<file path="src/cfg_bars_map.svh">
`ifndef CFG_BARS_MAP_SVH
`define CFG_BARS_MAP_SVH
`define EXT_BASE_OFFSET      8'h14
`define CARD_BASE_OFFSET     8'h18
`define CARD_PTR_OFFSET      8'h28
`define EXT_BASE_RESET       18'h00000
`define CARD_BASE_RESET      21'h000000
`define EXT_PTR_LSB          14
`define CARD_PTR_LSB         11
`define STRAP_SETTLE_CYCLES  2'h1
`endif

</file>
<file path="src/cfg_bars_pkg.sv">
package cfg_bars_pkg;
    typedef enum logic [1:0]
    {
        ST_RESET  = 2'b00,
        ST_SAMPLE = 2'b01,
        ST_RUN    = 2'b10
    } strap_state_type;
endpackage : cfg_bars_pkg

</file>
<file path="src/byte_lane_merge.sv">
`timescale 1ns/1ps
// merges write data into a stored word, only on enabled byte lanes
module byte_lane_merge
(
    input  wire logic [31:0] old_i,
    input  wire logic [31:0] wdata_i,
    input  wire logic [3:0]  be_i,
    output logic      [31:0] new_o
);
    always_comb
    begin
        for (int i = 0; i < 4; i++)
        begin
            new_o[i*8 +: 8] = be_i[i] ? wdata_i[i*8 +: 8] : old_i[i*8 +: 8];
        end
    end
endmodule : byte_lane_merge

</file>
<file path="src/ohci_function_config_bars.sv">
`timescale 1ns/1ps
`include "cfg_bars_map.svh"
module ohci_function_config_bars
    import cfg_bars_pkg::*;
(
    // clock and global reset
    input  wire logic        clk_i,
    input  wire logic        nrst_i,
    // strap pin
    input  wire logic        pccard_mode_strap_i,
    // configuration access
    input  wire logic        cfg_rd_i,
    input  wire logic        cfg_wr_i,
    input  wire logic [7:0]  cfg_addr_i,
    input  wire logic [3:0]  cfg_be_i,
    input  wire logic [31:0] cfg_wdata_i,
    output logic      [31:0] cfg_rdata_o,
    output logic             cfg_ack_o,
    // decoded region bases and card info lock flag for the memory decoder
    output logic      [31:0] ext_region_base_o,
    output logic      [31:0] card_info_base_o,
    output logic             card_info_locked_o
);
    logic [1:0]      strap_sync_q;
    logic            strap_locked_q;
    strap_state_type state_q;
    logic [17:0]     ext_region_pointer_q;
    logic [20:0]     card_info_base_field_q;
    logic [31:0]     ext_word;
    logic [31:0]     card_word;
    logic [31:0]     ext_merged;
    logic [31:0]     card_merged;
    logic [31:0]     rdata_d;
    logic            ext_hit;
    logic            card_hit;

    function automatic logic hit(input logic [7:0] a, input logic [7:0] off);
        hit = (a[7:2] == off[7:2]);
    endfunction : hit

    assign ext_hit  = hit(cfg_addr_i, `EXT_BASE_OFFSET);
    assign card_hit = hit(cfg_addr_i, `CARD_BASE_OFFSET);

    // size, prefetch, type and space fields are constant zero
    assign ext_word  = {ext_region_pointer_q, 14'h0000};
    assign card_word = strap_locked_q ? 32'h00000000 : {card_info_base_field_q, 11'h000};

    byte_lane_merge u_ext_merge
    (
        .old_i   (ext_word),
        .wdata_i (cfg_wdata_i),
        .be_i    (cfg_be_i),
        .new_o   (ext_merged)
    );

    byte_lane_merge u_card_merge
    (
        .old_i   (card_word),
        .wdata_i (cfg_wdata_i),
        .be_i    (cfg_be_i),
        .new_o   (card_merged)
    );

    // strap is a pin: two flops before use
    // kept out of reset so the strap level is already through both flops at release;
    // clearing them would make the capture below always see zero
    always_ff @(posedge clk_i)
    begin
        strap_sync_q <= {strap_sync_q[0], pccard_mode_strap_i};
    end

    // strap captured once after global reset release, then held
    always_ff @(posedge clk_i)
    begin
        if (!nrst_i)
        begin
            state_q        <= ST_RESET;
            strap_locked_q <= 1'b0;
        end
        else
        begin
            case (state_q)
                ST_RESET:  state_q <= ST_SAMPLE;
                ST_SAMPLE:
                begin
                    strap_locked_q <= strap_sync_q[1];
                    state_q        <= ST_RUN;
                end
                ST_RUN:    state_q <= ST_RUN;
                default:   state_q <= ST_RESET;
            endcase
        end
    end

    always_ff @(posedge clk_i)
    begin
        if (!nrst_i)
            ext_region_pointer_q <= `EXT_BASE_RESET;
        else if (cfg_wr_i && ext_hit)
            ext_region_pointer_q <= ext_merged[31:`EXT_PTR_LSB];
    end

    always_ff @(posedge clk_i)
    begin
        if (!nrst_i)
            card_info_base_field_q <= `CARD_BASE_RESET;
        else if (strap_locked_q)
            card_info_base_field_q <= `CARD_BASE_RESET;
        else if (cfg_wr_i && card_hit)
            card_info_base_field_q <= card_merged[31:`CARD_PTR_LSB];
    end

    // card info pointer and unmapped offsets read zero
    always_comb
    begin
        rdata_d = 32'h00000000;
        if (ext_hit)
            rdata_d = ext_word;
        else if (card_hit)
            rdata_d = card_word;
    end

    always_ff @(posedge clk_i)
    begin
        if (!nrst_i)
        begin
            cfg_rdata_o <= 32'h00000000;
            cfg_ack_o   <= 1'b0;
        end
        else
        begin
            cfg_ack_o   <= cfg_rd_i || cfg_wr_i;
            cfg_rdata_o <= cfg_rd_i ? rdata_d : 32'h00000000;
        end
    end

    always_ff @(posedge clk_i)
    begin
        if (!nrst_i)
        begin
            ext_region_base_o  <= 32'h00000000;
            card_info_base_o   <= 32'h00000000;
            card_info_locked_o <= 1'b0;
        end
        else
        begin
            ext_region_base_o  <= ext_word;
            card_info_base_o   <= card_word;
            card_info_locked_o <= strap_locked_q;
        end
    end

    chk_ext_all_ones: assert property (@(posedge clk_i) disable iff (!nrst_i)
        cfg_wr_i && ext_hit && cfg_be_i == 4'hF && cfg_wdata_i == 32'hFFFFFFFF && !cfg_rd_i
        ##1 !cfg_wr_i ##1 cfg_rd_i && ext_hit && !cfg_wr_i |=> cfg_rdata_o == 32'hFFFFC000)
        else $error("extension base did not read back FFFFC000");
    chk_ext_low_zero: assert property (@(posedge clk_i) disable iff (!nrst_i)
        ext_region_base_o[13:0] == 14'h0000)
        else $error("extension base low bits not zero");
    chk_card_lock_zero: assert property (@(posedge clk_i) disable iff (!nrst_i)
        strap_locked_q && cfg_rd_i && card_hit |=> cfg_rdata_o == 32'h00000000)
        else $error("locked card info base read non-zero");
    chk_card_low_zero: assert property (@(posedge clk_i) disable iff (!nrst_i)
        card_info_base_o[10:0] == 11'h000)
        else $error("card info low bits not zero");
    chk_ptr_zero: assert property (@(posedge clk_i) disable iff (!nrst_i)
        cfg_rd_i && cfg_addr_i[7:2] == 6'h0A |=> cfg_rdata_o == 32'h00000000)
        else $error("card info pointer read non-zero");
    chk_lane_keep: assert property (@(posedge clk_i) disable iff (!nrst_i)
        cfg_wr_i && ext_hit && !cfg_be_i[3] |=> ext_region_pointer_q[17:10] == $past(ext_region_pointer_q[17:10]))
        else $error("disabled lane changed extension base");
    chk_strap_sample: assert property (@(posedge clk_i) disable iff (!nrst_i)
        state_q == ST_SAMPLE |=> strap_locked_q == $past(strap_sync_q[1]))
        else $error("strap not captured");
    chk_ack_timing: assert property (@(posedge clk_i) disable iff (!nrst_i)
        (cfg_rd_i || cfg_wr_i) |=> cfg_ack_o)
        else $error("access not acknowledged");
    cov_ext_write: cover property (@(posedge clk_i) cfg_wr_i && ext_hit);
    cov_card_write: cover property (@(posedge clk_i) cfg_wr_i && card_hit && !strap_locked_q);
    cov_locked: cover property (@(posedge clk_i) strap_locked_q && cfg_rd_i && card_hit);
endmodule : ohci_function_config_bars

</file>
<file path="config.mk">
export PLATFORM = sky130hd
export DESIGN_NAME = ohci_function_config_bars
export DESIGN_NICKNAME = d
export VERILOG_FILES = /design/src/cfg_bars_pkg.sv /design/src/byte_lane_merge.sv /design/src/ohci_function_config_bars.sv
export VERILOG_INCLUDE_DIRS = /design/src
export SDC_FILE = /design/constraint.sdc
export NUM_CORES = 1
export LEC_CHECK = 0
export ABC_AREA = 1
export BUFFER_PORTS_ARGS = -buffer_cell sky130_fd_sc_hd__clkbuf_2
export CORE_UTILIZATION = 30
export CTS_CLUSTER_DIAMETER = 200
export DETAILED_ROUTE_END_ITERATION = 8
export GPL_TIMING_DRIVEN = 0
export SLEW_MARGIN = 20
export SYNTH_ARGS = -nofsm -noshare
export SYNTH_HDL_FRONTEND = slang
export SYNTH_SLANG_ARGS = --single-unit
</file>
<file path="constraint.sdc">
create_clock -name clk_i -period 1.4 [get_ports clk_i]
set_input_delay 0.21 -clock clk_i [delete_from_list [all_inputs] [get_ports clk_i]]
set_output_delay 0.21 -clock clk_i [all_outputs]
set_load 0.02 [all_outputs]
</file>
# Word level (Yosys, flattened, before mapping)
# Index checks and enable logic that the tools add are counted.
# W data, S select, Z words.
# word_totals
ff_bits,142
word_cells,39
out_inout_bits,98
# classes
n_bitwise,3
n_mux,7
n_eq_ne,4
reduce_logical,11
# op_table
cell,count
$mux W32,3
$mux W8,3
$eq A6 B3 Y1 const B,2
$reduce_and A2 Y1,4
$pmux W2 S2,1
$reduce_or A2 Y1,2
$reduce_or A4 Y1,1
$not A1 Y1,3
$eq A2 B1 Y1 const B,1
$eq A2 B2 Y1 const B,1
$logic_and A1 B1 Y1,2
$logic_not A2 Y1,1
$logic_or A1 B1 Y1,1

# Longest topological paths before layout
# Gate-level depths: netlist (run 1).
# logic_depth
word_depth,3
ltp_mapped,9
mapped_depth_nobuf,7

# Hierarchy
# A second synthesis (run 1) with hierarchy kept.
# hier_totals
cells_unflattened,764
hier_area_um2,5069.9
# by_module_without_submodules
mod,cells_each,n_inst,seq_area_each_um2,area_per_inst_um2
ohci_function_config_bars,556,1,2122.0,4229.1
byte_lane_merge,104,2,0.0,420.4

# Worst setup path before layout (run 1)
# No wires, ideal clock.
# synth_timing
kind,input to register
start,input cfg_addr_i[5]
end,register card_info_base_field_q[0]
arrival_ns,1.002
cell_stages,8
path_buffers,2
path_slack_ns,0.285
setup_ns,0.113
path_cell_list,inv_1 > nand3_1 > nor2_4 > nand2_2 > buf_6 > buf_2 > nor2_1 > nor2_1
# synth_via
elab_chain_cells,2
# synth_lines
item,line,text
"start, declared",ohci_function_config_bars.sv:14,"input wire logic [7:0] cfg_addr_i,"
$eq A6 B3 Y1,ohci_function_config_bars.sv:38,hit = (a[7:2] == off[7:2]);
$logic_and A1 B1 Y1,ohci_function_config_bars.sv:109,else if (cfg_wr_i && card_hit)
"end signal, assigned",ohci_function_config_bars.sv:106,card_info_base_field_q <= `CARD_BASE_RESET;
"end signal, assigned",ohci_function_config_bars.sv:108,card_info_base_field_q <= `CARD_BASE_RESET;
"end signal, assigned",ohci_function_config_bars.sv:110,card_info_base_field_q <= card_merged[31:`CARD_PTR_LSB];
"end, declared",ohci_function_config_bars.sv:28,logic [20:0] card_info_base_field_q;
# Every way passes these cells.
# A chain may end at the register's enable or synchronous reset.

# Worst setup path after layout (run 1)
# layout_timing
start,register strap_locked_q
end,register card_info_base_field_q[11]
# layout_via
elab_chain_cells,2
elab_cells_between_ends,3
classes_between,mux (2); reduce/logical (1)
# layout_lines
item,line,text
"start, declared",ohci_function_config_bars.sv:25,logic strap_locked_q;
"start signal, assigned",ohci_function_config_bars.sv:86,strap_locked_q <= strap_sync_q[1];
$mux W32,ohci_function_config_bars.sv:46,"assign card_word = strap_locked_q ? 32'h00000000 : {card_info_base_field_q, 11'h000};"
$mux W8,byte_lane_merge.sv:14,new_o[i*8 +: 8] = be_i[i] ? wdata_i[i*8 +: 8] : old_i[i*8 +: 8];
# Parallel ways exist; a longest one is shown, timed or not.

==> key figures, run 1 <==
Route
  • DRT antenna net count: 0
  • Via/cell ratio: 4.00
  • Number of detailed-route iterations in the first pass: 4
  • Total length of routed wires: 9960 um
  • Initial DRC Count: 178
  • DRC viols: 0
  • DR WL/cell: 11.5 um
  • Number of vias in the routed layout: 3465

Place
  • Placed cell count: 850
  • Area after DPL: 4890 sq um
  • Routability cong.: 0.819
  • # port buffers: 93
  • DP HPWL: 7790 um

Setup path
  • Cell count along the critical path: 6
  • Crit Path Category: reg2reg
  • Slowest CP cell: dfxtp_1
  • Top delay family on crit path: flip-flops
  • Crit path top cell by count: nor2_1
  • R2r endpoint: card_info_base_field_q[11]$_SDFFE_PP0P_
  • CP cell instances: inv_2, clkbuf_4, nand2_1, o21ai_0, nor2_1, nor2_1
  • CP Launch Point: strap_locked_q$_SDFFE_PN0N_
  • Critical Path RT: 1680 ps
  • Critical path endpoint: card_info_base_field_q[11]$_SDFFE_PP0P_
  • Crit path launch type: flip-flop
  • Reg2reg setup slack: 150 ps
  • Max FO, Critical Path: 10
  • CP max stage delay: 350 ps
  • CP Buf/Inv Count: 2
  • Reg2Reg Launch Point: strap_locked_q$_SDFFE_PN0N_
  • R2R depth: 6
  • CP arrival: 1530 ps
  • Worst Setup End Kind: flip-flop

Flow run
  • Max-cap viol count: 0

Timing
  • Final Max Slew Viols: 0
  • Unrepaired setup endpoints after global routing: false
  • Tightest Pin Transition: 559 ps
  • Final Critical Period: 1250 ps
  • Final Hold Viols: 0
  • Fmax: 801 MHz
  • Final period utilization: 89.2%
  • Rel. slew slack: 62.7%
  • Worst Skew: 3.53 ps
  • Final setup fails: 0

Clocking
  • H-tree Lvls: 3
  • CTS tree: done
  • CTS Buffer Depth: 2
  • CTS Sinks: 106
  • Skew-Pair Late Insertion Delay: 340 ps
  • Total CTS buffers: 9
  • Setup Buffers After CTS: 0
  • Clk root buf: clkbuf_16
  • Reg clk slew, reported paths: 70 ps

Global routing
  • Initial antenna violation count: 0
  • Largest net degree at the start of global routing: 17
  • First-pass GRT wire length: 15800 um
  • Overall routing resource usage: 14.5%
  • Vias in the first global route: 3226
  • Grt ovf: 0

Synth
  • Synth warn: 0
  • Main synth FF type: dfxtp_1
  • Register area share after synthesis: 52.1%
  • Syn Std Cell Area: 4080 sq um
  • Synth area leaders: dfxtp_1 52%, nand2_1 17%, nor2_1 7.1%, buf_4 6.8%, inv_1 5.6%
  • Post-synth top cells: 184 x nand2_1, 106 x dfxtp_1, 77 x nor2_1
  • Post-synth EDFFs: 0
  • Yosys top cell by area: dfxtp_1
  • Post-synth top area share: 52.1%
  • Library cells used by synthesis: 19
  • Flops & latches, synth: 106
  • Most common cell in the netlist: nand2_1
  • Async S/R FF share, synth: 0%
  • Syn avg cell area: 7.47 sq um
  • Cells after synthesis: 546

Final layout
  • Fin util: 39.5%
  • Non-filler cells, final: 866
  • Cell area after layout: 5240 sq um
  • Area delta synth->final: 28.5%
  • Inserted Diodes: 0
  • Nets: 737
  • Layout cells sized above 1: 24.1%
  • # fillers: 1432

Die
  • Chip Width: 119 um
  • Core area: 13200 sq um
  • # rows: 42
  • Die Span Y: 119 um
  • Total Die Area: 14100 sq um
  • I/O pin count: 147
  • Initial cell density of the core: 30.8%

Pwr
  • Peak VDD IR: 0.583 mV
  • Lkg Pwr: 2.83 nW
  • Pwr dens: 1200 nW/um^2

Min path
  • Hold crit path type: in2reg

Status
  • Status: finished clean
[power by group]
group	switching (mW)	internal, mW
Sequential	0.0130	3.04
Combinational	0.319	0.174
Clock	1.06	1.65
[metal layers]
layer  vias to the layer above  global-route usage (%)  part of all wire [%]
met5                         -                       0                     0
met4                         0                    5.78                   2.2
met3                        15                    2.75                   5.0
met2                       106                    24.5                    47
met1                      1498                    18.0                    46
li1                       1846                       -                     -
[placed cells by master (no fill, tap or decap), types with 2 or more instances in the layout]
cell type   synthesis  final
a21oi_1             3      3
buf_2              12     10
buf_4              37     38
buf_6               2      2
bufinv_16           0      2
clkbuf_1            9      9
clkbuf_16           0      9
clkbuf_2            0     93
clkbuf_8            0      2
clkinvlp_4          0      2
conb_1              1     36
dfxtp_1           106    106
ha_1                2      2
inv_1              61     60
nand2_1           184    184
nand3_1             5      5
nand4_1             3      3
nor2_1             77     77
nor2_2              2      2
nor2_4              3      3
o21ai_0            19     17
o21ai_1             0      2
o22ai_1            18     18
[cell type report]
cell class              instances  area, sq um  share of cell area [%]
flip-flops and latches        106         2120                    40.5
clock inverters                 4         75.1                    1.43
repair buffers                 94          475                    9.08
clock buffers                  11          253                    4.83
inverters                      62          233                    4.44
well taps                     176          220                    4.21
plain buffers                  60          399                    7.62
multi-input cells             353         1460                    27.9
[sequential cells by signal, indices dropped and copies added, names as in the netlist]
| register | count |
|---|---|
| card_info_locked_o | 1 |
| strap_sync_q | 2 |
| card_info_base_field_q | 21 |
| ext_region_pointer_q | 18 |
| cfg_rdata_o | 21 |
| cfg_ack_o | 1 |
| state_q | 2 |
| card_info_base_o | 21 |
| ext_region_base_o | 18 |
| strap_locked_q | 1 |
[metrics by stage]
stage	setup slack (ps)	total power, mW	setup TNS (ps)	hold WS, ps
3_3_place_gp	-120	3.61	-862	314
5_1_grt	22.4	6.47	0	124
3_5_place_dp	-97.1	3.61	-534	318
2_1_floorplan	285	3.48	0	238
6_report	152	6.26	0	89.9
4_1_cts	11.8	6.32	0	84.4
[worst reg2reg max path: cells and delay by family (launching register included)]
family                 cells  cell delay (ps)
AO/OA/AOI/OAI              1              180
buffers and inverters      2              350
flip-flops                 1              350
AND/OR/NAND/NOR            3              320
[kinds of logic after synthesis]
logic type	Yosys count	share of synthesized area [%]
AOI/OAI and AO/OA	40	5.46
other	1	0.0920
buffers and inverters	122	15.4
and+or+nand+nor	275	26.4
adders and majority gates	2	0.614
DFF	106	52.1
[timing repair]
item | CTS | global route
hold buffers | 1 | 0
hold endpoints to repair | 1 | 0
resized for setup | 1 | 4
endpoints found under the setup margin | 1 | 11
[worst min path at each step]
stage | start | end | slack (ps) | depth (start not counted)
after floorplan | pccard_mode_strap_i | strap_sync_q[0]$_DFF_P_ | 240 | 0
after global placement | strap_sync_q[0]$_DFF_P_ | strap_sync_q[1]$_DFF_P_ | 310 | 0
after detailed placement | strap_sync_q[0]$_DFF_P_ | strap_sync_q[1]$_DFF_P_ | 320 | 0
after CTS | cfg_rd_i | cfg_ack_o$_SDFF_PN0_ | 80 | 3
after global routing | cfg_rd_i | cfg_ack_o$_SDFF_PN0_ | 120 | 3
final | cfg_rd_i | cfg_ack_o$_SDFF_PN0_ | 90 | 3
Power figures use the tool's default switching activity.
==> run 2: changes to the inputs <==
--- a/config.mk
+++ b/config.mk
@@ -10,3 +10,4 @@
 export BUFFER_PORTS_ARGS = -buffer_cell sky130_fd_sc_hd__clkbuf_2
-export CORE_UTILIZATION = 30
+export CAP_MARGIN = 20
+export CORE_UTILIZATION = 49
 export CTS_CLUSTER_DIAMETER = 200
@@ -14,2 +15,3 @@
 export GPL_TIMING_DRIVEN = 0
+export PLACE_DENSITY = 0.79
 export SLEW_MARGIN = 20
--- a/constraint.sdc
+++ b/constraint.sdc
@@ -3,2 +3,2 @@
 set_output_delay 0.21 -clock clk_i [all_outputs]
-set_load 0.02 [all_outputs]
+set_load 0.1 [all_outputs]
==> key figures, run 2 (synthesis results as in run 1) <==
Die
  • Core area: 7890 sq um
  • I/O pin count: 147
  • # rows: 32
  • Chip Width: 93.2 um
  • Initial cell density of the core: 51.7%
  • Total Die Area: 8690 sq um
  • Die Span Y: 93.2 um

Final layout
  • Fin util: 63.5%
  • Area delta synth->final: 22.8%
  • Most common cell after layout, fill and taps aside: nand2_1
  • Layout cells sized above 1: 24.0%
  • Inserted Diodes: 0
  • Non-filler cells, final: 793
  • Largest regs: card_info_base_field_q: 21 flops, card_info_base_o: 21 flops, cfg_rdata_o: 21 flops
  • Most frequent cells in the layout: 184 x nand2_1, 106 x dfxtp_1, 93 x clkbuf_2
  • Nets: 737

Clocking
  • CTS tree: done
  • H-tree Lvls: 3
  • CTS Sinks: 106
  • Reg clk slew, reported paths: 90 ps
  • Skew-Pair Late Insertion Delay: 350 ps
  • Clk root buf: clkbuf_8
  • CTS Buffer Depth: 2
  • Total CTS buffers: 9

Timing
  • Tightest Pin Transition: 550 ps
  • Final Max Slew Viols: 0
  • Final setup fails: 0
  • Worst Skew: 11.8 ps
  • Hold slack: 82.5 ps
  • Fmax: 739 MHz
  • Final Hold Viols: 0
  • Rel. slew slack: 63.5%
  • Final Critical Period: 1350 ps
  • Setup TNS: 0 ps
  • Unrepaired setup endpoints after global routing: false
  • Final period utilization: 96.7%

Min path
  • Hold endpoint: cfg_ack_o$_SDFF_PN0_
  • HP Start: cfg_rd_i
  • Hold crit path type: in2reg
  • Hold Path Stages: 3

Setup path
  • Reg2reg setup slack: 110 ps
  • CP max stage delay: 460 ps
  • R2R depth: 6
  • Max FO, Critical Path: 1
  • CP Buf/Inv Count: 1
  • Crit path launch type: flip-flop
  • CP arrival: 1140 ps
  • Reg2Reg Launch Point: strap_locked_q$_SDFFE_PN0N_
  • Worst Setup End Kind: output port
  • R2r endpoint: card_info_base_field_q[11]$_SDFFE_PP0P_
  • Top delay family on crit path: buffers and inverters
  • Critical Path RT: 1190 ps
  • CP cell instances: clkbuf_2
  • Crit Path Category: reg2out
  • Slowest CP cell: clkbuf_2

Place
  • DP HPWL: 7200 um
  • Placed cell count: 776
  • # port buffers: 93
  • Routability cong.: 0.940

Pwr
  • Peak VDD IR: 0.618 mV
  • Total power: 5.67 mW
  • Pwr dens: 1130 nW/um^2
  • Lkg Pwr: 2.77 nW

Route
  • DR WL/cell: 11.9 um
  • Number of vias in the routed layout: 3636
  • Initial DRC Count: 261
  • DRT antenna net count: 0
  • DRC viols: 0
  • Total length of routed wires: 9410 um
  • Number of detailed-route iterations in the first pass: 5
  • Via/cell ratio: 4.59

Flow run
  • Max-cap viol count: 0

Global routing
  • Grt ovf: 0
  • Initial antenna violation count: 0
  • Largest net degree at the start of global routing: 17
  • Vias in the first global route: 3260
  • First-pass GRT wire length: 15100 um
  • Overall routing resource usage: 22.4%

Status
  • Status: finished clean
==> run 2: changes by cell type in the layout (fill, tap and decap cells not counted), sizes merged <==
| cell | before | now |
|---|---|---|
| clkinv | 1 | 4 |
| bufinv | 2 | 0 |
| clkinvlp | 2 | 0 |
| clkbuf | 114 | 116 |
==> run 2: worst min-delay path, stage by stage <==
cell and delay, ps:
clkbuf_2 70, nand2_1 60, nand2_1 50
==> run 2: where the power goes <==
group	switching, mW	internal [mW]
combinational	0.688	0.175
clock	0.951	0.798
sequential	0.0142	3.04
==> run 2: layout make-up <==
type / instances / area, sq um
Fill cell: 716 / 2880
Timing Repair Buffer: 94 / 475
Inverter: 62 / 233
Clock inverter: 3 / 22.5
Sequential cell: 106 / 2120
Multi-Input combinational cell: 353 / 1460
Tap cell: 102 / 128
Buffer: 60 / 399
Clock buffer: 13 / 169
==> run 2: through the flow <==
step | setup WS (ps) | area, sq um
6_report | 46.7 | 5010
5_1_grt | 8.71 | 5010
4_1_cts | 20.8 | 5000
3_5_place_dp | -56.6 | 4800
3_3_place_gp | -30.0 | 4800
2_1_floorplan | 281 | 4210
==> run 2: routing by layer <==
layer / GRT usage, % / vias up / share of wire (%)
met4: 9.23 / 0 / 2.4
li1: - / 1844 / -
met5: 0 / - / 0
met1: 30.3 / 1585 / 44
met2: 35.5 / 186 / 46
met3: 3.50 / 21 / 7.8
==> run 2: worst max-delay path by stage <==
| stage | startpoint | to | slack [ps] | cells past startpoint |
|---|---|---|---|---|
| floorplan | card_info_base_o[11]$_SDFF_PN0_ | card_info_base_o[11] | 280 | 0 |
| global placement | nrst_i | cfg_rdata_o[25]$_SDFF_PN0_ | -30 | 6 |
| detailed placement | nrst_i | cfg_rdata_o[25]$_SDFF_PN0_ | -60 | 6 |
| CTS | strap_locked_q$_SDFFE_PN0N_ | card_info_base_field_q[5]$_SDFFE_PP0P_ | 20 | 6 |
| global route | cfg_rdata_o[26]$_SDFF_PN0_ | cfg_rdata_o[26] | 9 | 1 |
| finish | card_info_base_o[23]$_SDFF_PN0_ | card_info_base_o[23] | 50 | 1 |
==> run 2: what timing repair did <==
action,4_1_cts,5_1_grt
resized for setup,0,7
setup buffers,0,0
setup endpoints to repair,0,15
hold buffers,1,0
endpoints found under the hold margin,1,0
